===== src/hw/uef_defs.svh =====
// Register offsets, field positions, reset values and sizes of the endpoint control block
`ifndef UEF_DEFS_SVH
`define UEF_DEFS_SVH

`define UEF_OFF_CLEAR 8'h00
`define UEF_OFF_STALL 8'h04
`define UEF_OFF_SCM 8'h08
`define UEF_OFF_SIZE 8'h0C
`define UEF_OFF_SETUP 8'h10
`define UEF_OFF_CIN 8'h14
`define UEF_OFF_COUT 8'h18

`define UEF_CLR_EP2 5
`define UEF_CLR_EP1 4
`define UEF_CLR_EP3 3
`define UEF_CLR_EP0O 2
`define UEF_CLR_EP0I 1

`define UEF_STL_EP2 5
`define UEF_STL_EP1 4
`define UEF_STL_EP3 3
`define UEF_STL_EP0 0

`define UEF_SCM_BIT 7

`define UEF_RST_BYTE 8'h00
`define UEF_RST_WORD 32'h0000_0000

`define UEF_FIFO_DEPTH 8
`define UEF_SETUP_LEN 8

`endif


===== src/hw/uef_pkg.sv =====
// Types shared by the endpoint control block
package uef_pkg;

    typedef enum logic {ST_IDLE, ST_MOVE} uef_state_e;

    typedef enum logic [1:0] {PORT_NONE, PORT_SETUP, PORT_CIN, PORT_COUT} uef_port_e;

    typedef struct packed {
        logic [7:0] addr;
        logic write;
        logic [2:0] size;
    } uef_ap_s;

    typedef struct packed {
        logic [1:0] ep2;
        logic [1:0] ep1;
        logic ep3;
        logic ep0o;
        logic ep0i;
    } uef_clear_s;

    typedef struct packed {
        logic ep3;
        logic ep2;
        logic ep1;
        logic ep0;
    } uef_stall_s;

    typedef struct packed {
        logic start;
        logic valid;
        logic [7:0] data;
        logic done;
    } uef_setup_s;

    typedef struct packed {
        logic valid;
        logic [7:0] data;
        logic done;
    } uef_rx_s;

endpackage : uef_pkg


===== src/hw/uef_byte_fifo.sv =====
// Byte FIFO with a commit point; bytes past the commit point are not yet visible to the reader
`timescale 1ns/1ns
`include "uef_defs.svh"
module uef_byte_fifo (
    input wire logic hclk,
    input wire logic hresetn,
    input wire logic hce,
    input wire logic flush,
    input wire logic push,
    input wire logic [7:0] wdata,
    input wire logic commit,
    input wire logic pop,
    output logic [7:0] rdata,
    output logic [3:0] avail
);
    import uef_pkg::*;

    logic [7:0] mem [`UEF_FIFO_DEPTH];
    logic [3:0] wr_ptr_r;
    logic [3:0] cm_ptr_r;
    logic [3:0] rd_ptr_r;
    logic [3:0] fill;
    logic do_push;
    logic do_pop;

    assign fill = 4'(wr_ptr_r - rd_ptr_r);
    assign avail = 4'(cm_ptr_r - rd_ptr_r);
    // Pushes into a full FIFO are dropped so committed data is never overwritten
    assign do_push = push && (fill != 4'(`UEF_FIFO_DEPTH));
    assign do_pop = pop && (avail != 4'h0);
    assign rdata = mem[rd_ptr_r[2:0]];

    always_ff @(posedge hclk) begin
        if (hce && do_push && !flush) begin
            mem[wr_ptr_r[2:0]] <= wdata;
        end
    end

    always_ff @(posedge hclk or negedge hresetn) begin
        if (!hresetn) begin
            wr_ptr_r <= 4'h0;
            cm_ptr_r <= 4'h0;
            rd_ptr_r <= 4'h0;
        end else if (hce) begin
            if (flush) begin
                // Drops committed and uncommitted bytes alike
                wr_ptr_r <= 4'h0;
                cm_ptr_r <= 4'h0;
                rd_ptr_r <= 4'h0;
            end else begin
                if (do_push) begin
                    wr_ptr_r <= 4'(wr_ptr_r + 4'h1);
                end
                if (commit) begin
                    cm_ptr_r <= do_push ? 4'(wr_ptr_r + 4'h1) : wr_ptr_r;
                end
                if (do_pop) begin
                    rd_ptr_r <= 4'(rd_ptr_r + 4'h1);
                end
            end
        end
    end

endmodule : uef_byte_fifo


===== src/hw/uef_ep_ctrl.sv =====
// Endpoint FIFO clear, stall control and endpoint 0 data ports behind an AHB-Lite slave
//
// Behaviour
// Writing 1 to a clear bit flushes that FIFO once; writing 0 does nothing.
// Clear bits: 5 EP2 OUT, 4 EP1 IN, 3 EP3 IN, 2 EP0 OUT, 1 EP0 IN.
// Clearing an IN FIFO drops both unvalidated and validated bytes.
// Clearing an OUT FIFO drops incomplete and unread received bytes.
// For dual-bank endpoints 1 and 2, a clear empties both banks.
// A clear leaves the endpoint interrupt flag untouched.
// Software avoids clearing a FIFO in the middle of a packet.
// Reserved clear bits 7,6,0 and stall bits 7,6,2,1 read 0, ignore writes.
// A set stall bit makes the endpoint answer STALL from the next transfer.
// Stall bits 5 EP2, 4 EP1, 3 EP3, 0 EP0 are read/write, reset 0.
// EP0 stall clears itself when a decoded 8-byte setup command arrives.
// While the setup-received flag is set, writing 1 to EP0 stall is ignored.
// Software writes 0 to stall-cancel mode bit 7; bits 6 to 0 read 0.
// The setup port is read-only and holds the 8-byte setup command.
// Each byte port spans 4 addresses; wider accesses move 2 or 4 bytes.
// Software writes control-in data, never more than max packet size.
// Software reads exactly the reported control-out size in bytes.
// Each control-out byte read lowers the control-out size by one.
// Packet-enable validates written IN bytes for transmission.
// Software issues read-complete after reading so the next packet fits.
// Clear bits read back 0 and pulse for one cycle per write.
//
// Chosen here: the AHB-Lite register port and the address map.
`timescale 1ns/1ns
`include "uef_defs.svh"
module uef_ep_ctrl (
    input wire logic hclk,
    input wire logic hresetn,
    input wire logic hce,
    input wire logic hsel,
    input wire logic [31:0] haddr,
    input wire logic [1:0] htrans,
    input wire logic hwrite,
    input wire logic [2:0] hsize,
    input wire logic [31:0] hwdata,
    input wire logic hready,
    output logic hreadyout,
    output logic hresp,
    output logic [31:0] hrdata,
    input wire logic setup_received_flag,
    input wire uef_pkg::uef_setup_s setup_in,
    input wire logic packet_enable_trigger,
    input wire logic read_complete_trigger,
    input wire uef_pkg::uef_rx_s rx_in,
    input wire logic tx_req,
    output logic tx_valid,
    output logic [7:0] tx_data,
    output uef_pkg::uef_stall_s ep_stall,
    output uef_pkg::uef_clear_s fifo_clear
);
    import uef_pkg::*;

    uef_state_e state_r;
    uef_ap_s ap_r;
    logic [1:0] cnt_r;
    logic wpend_r;
    logic hreadyout_r;
    logic hresp_r;
    logic [31:0] hrdata_r;
    uef_stall_s stall_r;
    uef_clear_s clr_r;
    logic scm_r;
    logic tx_valid_r;
    logic [7:0] tx_data_r;

    logic [7:0] setup_mem [`UEF_SETUP_LEN];
    logic [2:0] swr_idx_r;
    logic [2:0] srd_idx_r;

    logic acc;
    logic in_move;
    logic last;
    logic [1:0] lane;
    uef_port_e mv_port;
    logic [7:0] rd_byte;
    logic cin_push;
    logic [7:0] cin_wdata;
    logic cin_pop;
    logic [7:0] cin_rdata;
    logic [3:0] cin_avail;
    logic cout_pop;
    logic [7:0] cout_rdata;
    logic [3:0] cout_avail;
    logic setup_rd;

    // Data ports are decoded over a whole word window; wrong direction counts as a plain register
    function automatic uef_port_e port_of(input logic [7:0] a, input logic wr);
        uef_port_e p;
        p = PORT_NONE;
        if ({a[7:2], 2'b00} == `UEF_OFF_SETUP && !wr) begin
            p = PORT_SETUP;
        end else if ({a[7:2], 2'b00} == `UEF_OFF_CIN && wr) begin
            p = PORT_CIN;
        end else if ({a[7:2], 2'b00} == `UEF_OFF_COUT && !wr) begin
            p = PORT_COUT;
        end
        return p;
    endfunction : port_of

    function automatic logic [1:0] last_idx(input logic [2:0] sz);
        logic [1:0] n;
        if (sz == 3'h0) begin
            n = 2'h0;
        end else if (sz == 3'h1) begin
            n = 2'h1;
        end else begin
            n = 2'h3;
        end
        return n;
    endfunction : last_idx

    function automatic logic [31:0] reg_read(input logic [7:0] a);
        logic [7:0] b;
        b = `UEF_RST_BYTE;
        if (a == `UEF_OFF_CLEAR) begin
            b = `UEF_RST_BYTE;
        end else if (a == `UEF_OFF_STALL) begin
            b[`UEF_STL_EP2] = stall_r.ep2;
            b[`UEF_STL_EP1] = stall_r.ep1;
            b[`UEF_STL_EP3] = stall_r.ep3;
            b[`UEF_STL_EP0] = stall_r.ep0;
        end else if (a == `UEF_OFF_SCM) begin
            b[`UEF_SCM_BIT] = scm_r;
        end else if (a == `UEF_OFF_SIZE) begin
            b = {4'h0, cout_avail};
        end
        return {24'h000000, b};
    endfunction : reg_read

    assign acc = hready && hsel && htrans[1] && (state_r == ST_IDLE);
    assign in_move = (state_r == ST_MOVE);
    assign mv_port = port_of(ap_r.addr, ap_r.write);
    assign lane = 2'(ap_r.addr[1:0] + cnt_r);
    assign last = (cnt_r == last_idx(ap_r.size));
    assign cin_push = in_move && (mv_port == PORT_CIN);
    assign cin_wdata = hwdata[{lane, 3'b000} +: 8];
    assign cout_pop = in_move && (mv_port == PORT_COUT);
    assign setup_rd = in_move && (mv_port == PORT_SETUP);
    assign cin_pop = tx_req;

    always_comb begin
        rd_byte = `UEF_RST_BYTE;
        case (mv_port)
            PORT_SETUP: rd_byte = setup_mem[srd_idx_r];
            PORT_COUT: rd_byte = (cout_avail != 4'h0) ? cout_rdata : `UEF_RST_BYTE;
            default: rd_byte = `UEF_RST_BYTE;
        endcase
    end

    // Port accesses take one wait cycle per byte so the FIFOs move one byte at a time
    always_ff @(posedge hclk or negedge hresetn) begin
        if (!hresetn) begin
            state_r <= ST_IDLE;
            ap_r <= '0;
            cnt_r <= 2'h0;
            wpend_r <= 1'b0;
            hreadyout_r <= 1'b1;
            hrdata_r <= `UEF_RST_WORD;
        end else if (hce) begin
            wpend_r <= acc && hwrite && (port_of(haddr[7:0], hwrite) == PORT_NONE);
            if (acc) begin
                ap_r <= '{addr: haddr[7:0], write: hwrite, size: hsize};
                cnt_r <= 2'h0;
                if (port_of(haddr[7:0], hwrite) != PORT_NONE) begin
                    state_r <= ST_MOVE;
                    hreadyout_r <= 1'b0;
                    hrdata_r <= `UEF_RST_WORD;
                end else if (!hwrite) begin
                    hrdata_r <= reg_read(haddr[7:0]);
                end
            end else if (in_move) begin
                if (!ap_r.write) begin
                    hrdata_r[{lane, 3'b000} +: 8] <= rd_byte;
                end
                cnt_r <= 2'(cnt_r + 2'h1);
                if (last) begin
                    state_r <= ST_IDLE;
                    hreadyout_r <= 1'b1;
                end
            end
        end
    end

    always_ff @(posedge hclk or negedge hresetn) begin
        if (!hresetn) begin
            hresp_r <= 1'b0;
        end else begin
            hresp_r <= 1'b0;
        end
    end

    // The interrupt flags outside are left alone; nothing here touches them
    always_ff @(posedge hclk or negedge hresetn) begin
        if (!hresetn) begin
            clr_r <= '0;
        end else if (hce) begin
            clr_r <= '0;
            if (wpend_r && ap_r.addr == `UEF_OFF_CLEAR) begin
                clr_r.ep2 <= {2{hwdata[`UEF_CLR_EP2]}};
                clr_r.ep1 <= {2{hwdata[`UEF_CLR_EP1]}};
                clr_r.ep3 <= hwdata[`UEF_CLR_EP3];
                clr_r.ep0o <= hwdata[`UEF_CLR_EP0O];
                clr_r.ep0i <= hwdata[`UEF_CLR_EP0I];
            end
        end
    end

    always_ff @(posedge hclk or negedge hresetn) begin
        if (!hresetn) begin
            stall_r <= '0;
        end else if (hce) begin
            if (wpend_r && ap_r.addr == `UEF_OFF_STALL) begin
                stall_r.ep2 <= hwdata[`UEF_STL_EP2];
                stall_r.ep1 <= hwdata[`UEF_STL_EP1];
                stall_r.ep3 <= hwdata[`UEF_STL_EP3];
                if (!(setup_received_flag && hwdata[`UEF_STL_EP0])) begin
                    stall_r.ep0 <= hwdata[`UEF_STL_EP0];
                end
            end
            // A decoded setup command releases the control stall, overriding a same-cycle write
            if (setup_in.done) begin
                stall_r.ep0 <= 1'b0;
            end
        end
    end

    always_ff @(posedge hclk or negedge hresetn) begin
        if (!hresetn) begin
            scm_r <= 1'b0;
        end else if (hce && wpend_r && ap_r.addr == `UEF_OFF_SCM) begin
            scm_r <= hwdata[`UEF_SCM_BIT];
        end
    end

    always_ff @(posedge hclk) begin
        if (hce && setup_in.valid) begin
            setup_mem[swr_idx_r] <= setup_in.data;
        end
    end

    // The setup store is always overwritable; reading restarts at byte 0 once a command lands
    always_ff @(posedge hclk or negedge hresetn) begin
        if (!hresetn) begin
            swr_idx_r <= 3'h0;
            srd_idx_r <= 3'h0;
        end else if (hce) begin
            if (setup_in.start) begin
                swr_idx_r <= 3'h0;
            end else if (setup_in.valid) begin
                swr_idx_r <= 3'(swr_idx_r + 3'h1);
            end
            if (setup_in.done) begin
                srd_idx_r <= 3'h0;
            end else if (setup_rd) begin
                srd_idx_r <= 3'(srd_idx_r + 3'h1);
            end
        end
    end

    always_ff @(posedge hclk or negedge hresetn) begin
        if (!hresetn) begin
            tx_valid_r <= 1'b0;
            tx_data_r <= `UEF_RST_BYTE;
        end else if (hce) begin
            tx_valid_r <= tx_req && (cin_avail != 4'h0);
            if (tx_req && (cin_avail != 4'h0)) begin
                tx_data_r <= cin_rdata;
            end
        end
    end

    uef_byte_fifo u_cin (
        .hclk(hclk),
        .hresetn(hresetn),
        .hce(hce),
        .flush(clr_r.ep0i),
        .push(cin_push),
        .wdata(cin_wdata),
        .commit(packet_enable_trigger),
        .pop(cin_pop),
        .rdata(cin_rdata),
        .avail(cin_avail)
    );

    // Read-complete drops any unread remainder so the next packet starts empty
    uef_byte_fifo u_cout (
        .hclk(hclk),
        .hresetn(hresetn),
        .hce(hce),
        .flush(clr_r.ep0o || read_complete_trigger),
        .push(rx_in.valid),
        .wdata(rx_in.data),
        .commit(rx_in.done),
        .pop(cout_pop),
        .rdata(cout_rdata),
        .avail(cout_avail)
    );

    assign hreadyout = hreadyout_r;
    assign hresp = hresp_r;
    assign hrdata = hrdata_r;
    assign tx_valid = tx_valid_r;
    assign tx_data = tx_data_r;
    assign ep_stall = stall_r;
    assign fifo_clear = clr_r;

endmodule : uef_ep_ctrl


===== config.mk =====
export PLATFORM = sky130hd
export DESIGN_NAME = uef_ep_ctrl
export DESIGN_NICKNAME = d
export VERILOG_FILES = /design/src/hw/uef_pkg.sv /design/src/hw/uef_byte_fifo.sv /design/src/hw/uef_ep_ctrl.sv
export VERILOG_INCLUDE_DIRS = /design/src /design/src/hw
export SDC_FILE = /design/constraint.sdc
export NUM_CORES = 1
export LEC_CHECK = 0
export ABC_AREA = 1
export ABC_CLOCK_PERIOD_IN_PS = 3200
export BUFFER_PORTS_ARGS = -buffer_cell sky130_fd_sc_hd__buf_2
export CELL_PAD_IN_SITES_DETAIL_PLACEMENT = 0
export CELL_PAD_IN_SITES_GLOBAL_PLACEMENT = 1
export CORE_MARGIN = 4
export CORE_UTILIZATION = 46
export DETAILED_ROUTE_END_ITERATION = 8
export MAX_ROUTING_LAYER = met4
export PLACE_DENSITY = 0.85
export SLEW_MARGIN = 0
export SYNTH_ARGS = -nofsm -noshare
export SYNTH_HDL_FRONTEND = slang
export SYNTH_SLANG_ARGS = --single-unit

===== constraint.sdc =====
create_clock -name hclk -period 3.2 [get_ports hclk]
set_clock_uncertainty 0.05 [all_clocks]
set_input_delay 0.16 -clock hclk [delete_from_list [all_inputs] [get_ports hclk]]
set_output_delay 0.16 -clock hclk [all_outputs]
set_load 0.05 [all_outputs]

* Word-level counts from Yosys, hierarchy flattened
Memory sizes are Yosys's and may differ from the RTL's. A register that Yosys moved wholly into a read port is not among the register bits. Cells that the tools add are included.
Word-level totals: output and inout bits 54, bits in writable memories 192, register bits 92, memories 3, input bits 100
Operators by class: multiplexer cells 63, equal/unequal tests 22, add/subtract/negate cells 13, reduce and logical (&&, ||, !) cells 64, shift-type cells 3, bitwise logic cells 1
Memories:
- setup_mem | depth 8, bits a word 8, rd ports 1, clocked after memory_dff 0, write ports 1, line uef_ep_ctrl.sv:69 | logic [7:0] setup_mem [`UEF_SETUP_LEN];
- u_cin.mem | depth 8, bits a word 8, rd ports 1, clocked after memory_dff 1, write ports 1, line uef_byte_fifo.sv:18 | logic [7:0] mem [`UEF_FIFO_DEPTH];
- u_cout.mem | depth 8, bits a word 8, rd ports 1, clocked after memory_dff 0, write ports 1, line uef_byte_fifo.sv:18
Operators with widths (number):
- $mux W32 | 5
- $mux W4 | 13
- $eq A6 B3 Y1 const B | 6
- $bwmux W32 | 1
- $shift A8 B7 Y32 const A | 1
- $shiftx A32 B6 Y8 | 1
- $shiftx A8 B7 Y32 | 1
- $mux W2 | 15
- $logic_and A1 B1 Y1 | 28
- $eq A8 B4 Y1 const B | 3
- $reduce_and A2 Y1 | 11
- $reduce_bool A2 Y1 | 10
- $mux W1 | 19
- $add A4 B1 Y4 const B | 4
- $eq A8 B3 Y1 const B | 2
- $logic_not A8 Y1 | 2
- $mux W8 | 2
- $pmux W8 S2 | 1
- $sub A4 B4 Y4 | 4
- $mux W3 | 5
- $mux W7 | 2
- $ne A4 B4 Y1 const B | 2
- $reduce_and A4 Y1 | 2
- $reduce_bool A4 Y1 | 2
- 17 further kinds | 24

* Longest topological paths before layout
Gate-level depths: netlist of run 1.
depth in word-level cells 12, depth in mapped cells 15

* Hierarchy
Synthesis of run 1 repeated with hierarchy kept, for this count alone.
Second synthesis, totals: cells, all modules 1415, area, all modules 13784.5 um^2
Modules (own cells, without submodules):
- uef_byte_fifo | cells each 334, area each 3500.9 um^2, sequential area each 2222.1 um^2, instances 2
- uef_ep_ctrl | cells each 747, area each 6782.8 um^2, sequential area each 3774.9 um^2, instances 1

* Worst setup path before layout of run 1
No wires, ideal clock.
kind reg-to-reg, start point reg u_cout.rd_ptr_r[1], end point mem u_cout.mem[0][0] (enable), required time 2.767 ns, cell stages (with the launch flop) 12, path slack 0.317 ns, data arrival time 2.449 ns, clock period less this slack 2.883 ns, path buffers 2, path through dfrtp_1 > buf_2 > clkinv_1 > buf_2 > ha_1 > nand3_1 > nand2_1 > nand2_1 > nand2_1 > nand2_1 > nand4_1 > nor3_1
On the way: longest elaborated chain between the ends 7
Ends and longest elaborated chain:
- from (decl) | line uef_byte_fifo.sv:21 | logic [3:0] rd_ptr_r;
- from (signal assigned) | line uef_byte_fifo.sv:58 | rd_ptr_r <= 4'(rd_ptr_r + 4'h1);
- $sub A4 B4 Y4 | line uef_byte_fifo.sv:26 | assign fill = 4'(wr_ptr_r - rd_ptr_r);
- $ne A4 B4 Y1 | line uef_byte_fifo.sv:29 | assign do_push = push && (fill != 4'(`UEF_FIFO_DEPTH));
- $logic_and A1 B1 Y1 | line uef_byte_fifo.sv:29
- $logic_and A1 B1 Y1 (2 in series) | line uef_byte_fifo.sv:34 | if (hce && do_push && !flush) begin
- $mux W1 | line uef_byte_fifo.sv:34
- $mux W1 (implied by the code) | line uef_byte_fifo.sv:35 | mem[wr_ptr_r[2:0]] <= wdata;
- to (decl) | line uef_byte_fifo.sv:18
No other way between the ends.

* Worst setup path in the final report of run 1
start point reg u_cout.wr_ptr_r[0], end point mem u_cout.mem[2][1] (enable)
On the way: longest elaborated chain between the ends 7
Ends and longest elaborated chain:
- from (decl) | line uef_byte_fifo.sv:19 | logic [3:0] wr_ptr_r;
- from (signal assigned) | line uef_byte_fifo.sv:52 | wr_ptr_r <= 4'(wr_ptr_r + 4'h1);
- $sub A4 B4 Y4 | line uef_byte_fifo.sv:26
- $ne A4 B4 Y1 | line uef_byte_fifo.sv:29
- $logic_and A1 B1 Y1 | line uef_byte_fifo.sv:29
- $logic_and A1 B1 Y1 (2 in series) | line uef_byte_fifo.sv:34
- $mux W1 | line uef_byte_fifo.sv:34
- $mux W1 (implied by the code) | line uef_byte_fifo.sv:35
Parallel ways exist; a longest one is shown, timed or not.

==> summary.md, run 1 <==
| Metric | Value |
|---|---|
| Status | `complete, no violations` |
| Final Hold Vio Count | `0` |
| #FFs+latches synth | `between 200 and 300` |
| TritonCTS clock tree | `yes` |
| Critical path arrival | `approximately 2.8 ns` |
| Drt drc | `0` |
| Pwr dens | `761.9 mW/mm²` |
| GRT met3 Usage | `3.254%` |
| Routed length per instance | `about 16 µm` |
| DRT antenna net count | `0` |
| Asr flop ratio synth | `approximately 34%` |
| Max-slew headroom | `33.22%` |
| DRT iter0 DRCs | `766` |
| Critical Path Most Common Cell | `nand2_1` |
| Setup_tns | `0 ns` |
| Final setup vio count | `0` |
| CP peak stage delay | `between 0.4 and 0.5 ns` |
| DIE HEIGHT | `about 180 µm` |
| Cts repair resizes | `0` |
| Syn Area/Cell | `slightly below 10 µm²` |
| Met1 Use GR | `about a quarter` |
| Placed cell area | `0.01474 mm²` |
| Crit path kind | `reg -> reg` |
| Largest net degree at the start of global routing | `73` |
| TritonCTS Buffers | `31` |
| Static leakage | `7.299 nW` |
| Syn Inst Count | `~1400` |
| DP HPWL | `between 20000 and 25000 µm` |
| Initial core utilization | `46.87%` |
| Crit Path Max Fanout | `8` |
| Htree depth | `1` |
| GR peak layer | `met2` |
| Final min period | `approximately 2.6 ns` |
| Core area | `between 0.02 and 0.03 mm²` |
| Crit path capture type | `flip-flop` |
| Clk root buf | `clkbuf_16` |
| Die Width | `around 180 µm` |
| Clk Latency, worst-skew pair | `about 0.55 ns` |
| Crit share post-route | `between 80% and 90%` |
| Met2 usage in global routing | `approximately a third` |
| Crit-path leading delay family | `simple AND/OR/NAND/NOR gates` |
| Post-CTS Setup Bufs | `0` |
| Area grow syn2layout | `19.91%` |
| First-pass GRT wire length | `51470 µm` |
| Routability cong. | `around 0.84` |
| Total routed wirelength | `32040 µm` |
| Share of post-route cells with drive strength above 1 | `approximately 16%` |
| Critical path buffers and inverters | `3` |
| Switching Fraction | `~35%` |
| Clock network power share | `between 20% and 30%` |
| Switching power | `roughly 0.0044 W` |
| Count leader, synth | `nand2_1` |
| Top cells by area, synth | `edfxtp_1, dfrtp_1, nand2_1, o21ai_0, nand3_1` |
| Int Power | `around 0.0080 W` |
| Sequential share of power | `~39%` |
| FP Rows | `62` |
| Synth Warn # | `0` |
| Antenna fix cells | `0` |
| Initial DRT Pass Iterations | `5` |
| VDD IR max | `between 0.6 and 0.7 mV` |
| Crit path cell chain | `clkinv_1, ha_1, inv_1, nand2_1, nand2_1, nand2_1, nand2_1, nor2_1, nand2_1, nand4_1, nor3_1, buf_4` |
| Layout Nets | `approximately 1700` |
| RSZ-0062 raised after global routing | `no` |
| Hold Buf Count CTS | `between 40 and 50` |
| Clock buffer depth | `3` |
| Die footprint | `0.03221 mm²` |
| Vias post-DR | `10060` |
| Synthesized area | `approximately 0.014 mm²` |
| Vias in the first global route | `around 9900` |
| Clock sink count | `290` |
| Initial antenna violation count | `0` |
| Actual slew at the worst max-slew pin | `1.002 ns` |
| Dominant synthesized flop cell | `edfxtp_1` |
| Max Slew Vio Count | `0` |
| Drt via density | `approximately 5` |
| Reg clk slew, reported paths | `approximately 0.060 ns` |
| Comb power frac | `31.7%` |
| Tot GR Track Use | `19.98%` |
| Slowest stage cell on the critical path | `dfrtp_1` |
| Yosys top cell area share | `approximately 43%` |
| Hold WC Path Type | `in -> reg` |
| Startpoint types | `flip-flop` |
| Max-cap violations | `0` |
| Fmax | `between 300 and 400 MHz` |
| Finished Cell Area | `~0.016 mm²` |
| Port Buffers | `between 100 and 150` |
| Number of synthesized flops with an enable pin | `~190` |
| I/O pin cnt | `154` |
| Synth cell count leaders | `nand2_1, edfxtp_1, nor2_1` |
| Worst endpoint required time | `approximately 3.4 ns` |
| Sequential cell area fraction in the yosys report | `just over 60%` |
| Synth area leader | `edfxtp_1` |
| GRT overflow | `0` |
| Syn nets | `between 1500 and 2000` |
| Distinct cells, synth | `46` |
metrics by stage:
step | hold slack, ns | setup slack, ns | total power (W) | util (%) | instances
2_1_floorplan | -0.1856 | 0.3174 | 0.007564 | - | 1392
4_1_cts | 0.002565 | 0.5690 | 0.01245 | 56.20 | 1993
5_1_grt | 0.03902 | 0.2854 | 0.01312 | 56.20 | 1993
6_report | 0.03187 | 0.5875 | 0.01236 | 56.20 | 1993
3_5_place_dp | 0.3158 | 0.5922 | 0.008760 | 51.07 | 1894
3_3_place_gp | 0.3176 | 0.6794 | 0.008645 | 51.07 | 1894
path summary, 6_finish.rpt:
| check | from | endpoint | slack [ns] | cells past startpoint |
|---|---|---|---|---|
| min in group asynchronous | hresetn | tx_valid | 0.24 | 2 |
| worst min register to register | tx_data[4] | tx_data[4] | 0.43 | 2 |
| max in group asynchronous | hresetn | hrdata[10] | 2.07 | 3 |
| worst max register to register | u_cout.wr_ptr_r[0] | u_cout.mem[2][1] | 0.59 | 12 |
| worst max-delay path | u_cout.wr_ptr_r[0] | u_cout.mem[2][1] | 0.59 | 12 |
| worst min-delay path | hsel | hreadyout | 0.03 | 4 |
flip-flops by register name, summed over array words and instances, names as in the netlist:
signal           flops
scm_r                1
u_cout.cm_ptr_r      4
swr_idx_r            3
u_cin.cm_ptr_r       4
srd_idx_r            3
u_cout.wr_ptr_r      4
u_cout.mem          64
u_cin.mem           64
setup_mem           64
tx_valid             1
wpend_r              1
cnt_r                2
hrdata              32
u_cin.rd_ptr_r       4
fifo_clear           5
tx_data              8
hreadyout            1
u_cout.rd_ptr_r      4
ap_r                12
u_cin.wr_ptr_r       4
in_move              1
ep_stall             4
layout by cell type, fill, tap and decap left out, types with 19 or more instances in the layout:
cell type      count
nand4_1           21
edfxtp_1         192
dlygate4sd3_1     42
o211ai_1          19
o21ai_0          128
nand2_1          351
ha_1              23
clkbuf_16         32
inv_1            128
nor2_1           138
buf_4             47
nand3_1          114
buf_2            126
dfrtp_1           97
cell families (layout without fill, tap and decap cells):
logic type / count (synthesis) / after routing / share of synthesized area [%]
and+or+nand+nor: 664 / 664 / 21.17
DFF: 290 / 290 / 60.76
buffers and inverters: 196 / 413 / 5.790
AOI/OAI and AO/OA: 185 / 185 / 7.733
adders and majority gates: 24 / 24 / 2.275
xor gates and xnor gates: 19 / 19 / 1.230
muxes: 13 / 13 / 1.008
other: 1 / 1 / 0.02772
tightest hold or removal path, delay by kind of cell:
family	cells	cell delay (ns)
and+or+nand+nor	2	0.28
AOI/OAI and AO/OA	1	0.07
buffers and inverters	1	0.11
per-layer routing:
layer  up-vias  part of all wire, %
li1       5058                    -
met1      4698                   44
met2       253                   48
met3        53                  5.4
met4         0                  2.2
met5         -                    0
cell type report:
class / count / area [µm²]
inverters: 141 / 530.5
repair buffers: 215 / 1404
multi-input cells: 906 / 4524
clock buffers: 38 / 853.3
fillers: 2481 / 12640
well taps: 384 / 480.5
flip-flops and latches: 290 / 8219
clock inverters: 19 / 207.7
power by group through the flow:
stage,clock network [W],registers [W],logic (W)
2_1_floorplan,0,0.00514,0.00242
3_3_place_gp,0,0.00488,0.00377
3_5_place_dp,0,0.00489,0.00387
4_1_cts,0.00370,0.00482,0.00393
5_1_grt,0.00387,0.00485,0.00440
6_report,0.00363,0.00482,0.00391
Note: power is estimated with default switching activity, not from simulation.
==> run 2, diff against run 1 <==
- ABC_AREA: 1 -> 0
- ABC_CLOCK_PERIOD_IN_PS: 3200 -> 2400
- CORE_UTILIZATION: 46 -> 44
- PLACE_DENSITY: 0.85 -> 0.8
- clock period: 3.2 -> 2.4 ns (I/O delays scaled with it)
==> summary.md, run 2 <==
| Metric | Value |
|---|---|
| Tot GR Track Use | `21.12% (was 19.98%)` |
| Area grow syn2layout | `30.91% (was 19.91%)` |
| Initial antenna violation count | `0 (unchanged)` |
| FP Rows | `62 (unchanged)` |
| Synth cell count leaders | `edfxtp_1, dfrtp_1, nand2_1 (was nand2_1, edfxtp_1, nor2_1)` |
| Clock network power share | `29.7% (was 29.4%)` |
| Clk Latency, worst-skew pair | `0.55 ns (about the same)` |
| Max Slew Vio Count | `0 (unchanged)` |
| Number of synthesized flops with an enable pin | `192 (unchanged)` |
| Drt via density | `5.532 (was 5.049)` |
| Max-slew headroom | `53.36% (was 33.22%)` |
| First-pass GRT wire length | `50180 µm (was 51470 µm)` |
| Final worst setup slack | `-0.07091 ns (was 0.5875 ns)` |
| Actual slew at the worst max-slew pin | `0.6997 ns (was 1.002 ns)` |
| DP HPWL | `22840 µm (was 22020 µm)` |
| Die Width | `178.4 µm (was 179.5 µm)` |
| Final Core Density | `58.26% (was 56.20%)` |
| Htree depth | `1 (unchanged)` |
| Die footprint | `0.03182 mm² (was 0.03221 mm²)` |
| Final Hold Vio Count | `0 (unchanged)` |
| Sequential share of power | `39.8% (was 39.0%)` |
| Reg clk slew, reported paths | `0.06 ns (about the same)` |
| Switching power | `0.004982 W (was 0.004381 W)` |
| Crit share post-route | `103.0% (was 81.64%)` |
| Synth area leader | `edfxtp_1 (unchanged)` |
| Status | `finished with violations (was complete, no violations)` |
| Crit path kind | `reg -> reg (unchanged)` |
| TritonCTS Buffers | `30 (was 31)` |
| Pwr dens | `958.0 mW/mm² (was 761.9 mW/mm²)` |
| Distinct cells, synth | `74 (was 46)` |
| Initial core utilization | `44.50% (was 46.87%)` |
| Comb power frac | `30.5% (was 31.7%)` |
| Syn Area/Cell | `14.84 µm² (was 9.717 µm²)` |
| DIE HEIGHT | `178.4 µm (was 179.5 µm)` |
| Setup_tns | `-3.000 ns (was 0 ns)` |
| Most frequent cells in the layout | `edfxtp_1, buf_2, buf_4 (was nand2_1, edfxtp_1, nor2_1)` |
| RSZ-0062 raised after global routing | `yes (was no)` |
| VDD IR max | `0.6646 mV (was 0.6292 mV)` |
| Worst endpoint required time | `2.61 ns (was 3.41 ns)` |
| Drt drc | `0 (unchanged)` |
| Syn Inst Count | `861 (was 1392)` |
| Synthesized area | `0.01277 mm² (was 0.01353 mm²)` |
| I/O pin cnt | `154 (unchanged)` |
| Int Power | `0.01104 W (was 0.007976 W)` |
| GRT overflow | `0 (unchanged)` |
| Antenna fix cells | `0 (unchanged)` |
| Total routed wirelength | `32670 µm (was 32040 µm)` |
| Synth Warn # | `0 (unchanged)` |
| Fmax | `404.7 MHz (was 382.8 MHz)` |
| Fill count | `2238 (was 2481)` |
| Placed cell area | `0.01486 mm² (was 0.01474 mm²)` |
| TritonCTS clock tree | `yes (unchanged)` |
| Final min period | `2.471 ns (was 2.613 ns)` |
| Top cells by area, synth | `edfxtp_1, dfrtp_1, mux4_2, nand2_1, ha_1 (was edfxtp_1, dfrtp_1, nand2_1, o21ai_0, nand3_1)` |
| Count leader, synth | `edfxtp_1 (was nand2_1)` |
| Routed length per instance | `21.08 µm (was 16.08 µm)` |
| Core area | `0.02870 mm² (was 0.02886 mm²)` |
| Hold WC Path Type | `in -> async (was in -> reg)` |
| Largest net degree at the start of global routing | `70 (was 73)` |
| Finished Cell Area | `0.01672 mm² (was 0.01622 mm²)` |
| DRT iter0 DRCs | `593 (was 766)` |
| Clk root buf | `clkbuf_16 (unchanged)` |
| Vias in the first global route | `8714 (was 9851)` |
| Asr flop ratio synth | `33.79% (unchanged)` |
| Dominant synthesized flop cell | `edfxtp_1 (unchanged)` |
| Routability cong. | `0.8346 (was 0.8407)` |
| Layout Nets | `1266 (was 1709)` |
| Startpoint types | `flip-flop (unchanged)` |
| Clock buffer depth | `3 (unchanged)` |
| Yosys top cell area share | `45.14% (was 42.62%)` |
| DRT antenna net count | `0 (unchanged)` |
| Violated checks | `negative setup slack` |
| Max-cap violations | `0 (unchanged)` |
| Sequential cell area fraction in the yosys report | `64.35% (was 60.76%)` |
| #FFs+latches synth | `290 (unchanged)` |
| Most common cell after layout, fill and taps aside | `edfxtp_1 (was nand2_1)` |
| Vias post-DR | `8574 (was 10060)` |
| Initial DRT Pass Iterations | `5 (unchanged)` |
| Static leakage | `6.517 nW (was 7.299 nW)` |
| Clock sink count | `290 (unchanged)` |
| Port Buffers | `127 (unchanged)` |
| Syn nets | `985 (was 1516)` |
| Critical path arrival | `2.68 ns (was 2.82 ns)` |
| Crit path capture type | `flip-flop (unchanged)` |
| Crit Path Max Fanout | `8 (unchanged)` |
| Final setup vio count | `57 (was 0)` |
| Switching Fraction | `31.10% (was 35.46%)` |
| Share of post-route cells with drive strength above 1 | `38.16% (was 16.41%)` |
## run 2: cell families (layout without fill, tap and decap cells)
kind of cell | after synthesis | count (layout) | synth area share, %
fa+ha+maj | 24 | 24 | 2.410
xor+xnor | 16 | 16 | 1.205
compound gates | 138 | 139 | 7.562
other cells | 1 | 1 | 0.02936
simple gates | 229 | 229 | 8.855
flops | 290 | 290 | 64.35
mux | 98 | 98 | 13.39
buf+inv | 65 | 369 | 2.204
## run 2: what timing repair did
item | 4_1_cts | 5_1_grt
setup endpoints to repair | 98 | 147
hold buffers | 45 | 0
pin swaps | 18 | 27
setup buffers | 10 | 8
endpoints found under the hold margin | 262 | 0
cloned | 1 | 0
gates resized for setup | 12 | 31
## run 2: power by group through the flow
stage	Sequential, W	Combinational (W)	Clock, W
after CTS	0.00637	0.00475	0.00482
after detailed placement	0.00646	0.00446	0
final	0.00637	0.00488	0.00476
after global placement	0.00644	0.00441	0
after global routing	0.00643	0.00529	0.00507
after floorplan	0.00675	0.00270	0
## run 2: critical path, cell delays in order (launching register included)
cell     delay (ns)
dfrtp_1        0.42
inv_6          0.04
ha_4           0.24
a21o_1         0.17
or3_4          0.40
a41oi_4        0.19
buf_6          0.14
nand3_4        0.11
buf_12         0.18
nor2_4         0.09
buf_12         0.13
## run 2: metal layers
layer | wire (µm) | GRT usage [%] | vias up
met5 | 0 | - | -
met4 | 580 | 4.157 | 0
met3 | 2019 | 3.561 | 38
met2 | 16200 | 34.24 | 300
met1 | 13880 | 28.69 | 4326
li1 | - | - | 3910
## run 2: path summary, 6_finish.rpt
check                                        from                 to  slack, ns  cells past startpoint
worst min register to register           tx_valid           tx_valid       0.43                      1
worst max-delay path            u_cin.rd_ptr_r[2]    u_cin.mem[4][3]      -0.07                     10
min in group hclk                          tx_req  u_cin.rd_ptr_r[2]       0.05                      6
worst max register to register  u_cin.rd_ptr_r[2]    u_cin.mem[4][3]      -0.07                     10
max in group asynchronous                 hresetn          hreadyout       1.58                      3
worst min-delay path                      hresetn  u_cin.rd_ptr_r[3]      0.002                      2
## run 2: area by class of cell
type | count | area (µm²) | area share [%]
sequential | 290 | 8223 | 49.17
tap | 384 | 480.5 | 2.873
clock inverter | 22 | 250.2 | 1.496
clock buffer | 34 | 765.7 | 4.579
inverter | 28 | 120.1 | 0.7183
multi-input combinational | 507 | 4802 | 28.72
timing repair buffer | 285 | 2081 | 12.44
## run 2: stage by stage
step / hold slack (ns) / setup slack (ns) / total power, W / cells
2_1_floorplan: -0.2256 / -0.2202 / 0.009453 / 861
3_3_place_gp: 0.03380 / -0.1906 / 0.01085 / 1430
3_5_place_dp: 0.03378 / -0.2498 / 0.01092 / 1430
4_1_cts: 0.0004310 / -0.1102 / 0.01594 / 1542
5_1_grt: 0.02388 / -0.1760 / 0.01679 / 1550
6_report: 0.002109 / -0.07091 / 0.01602 / 1550
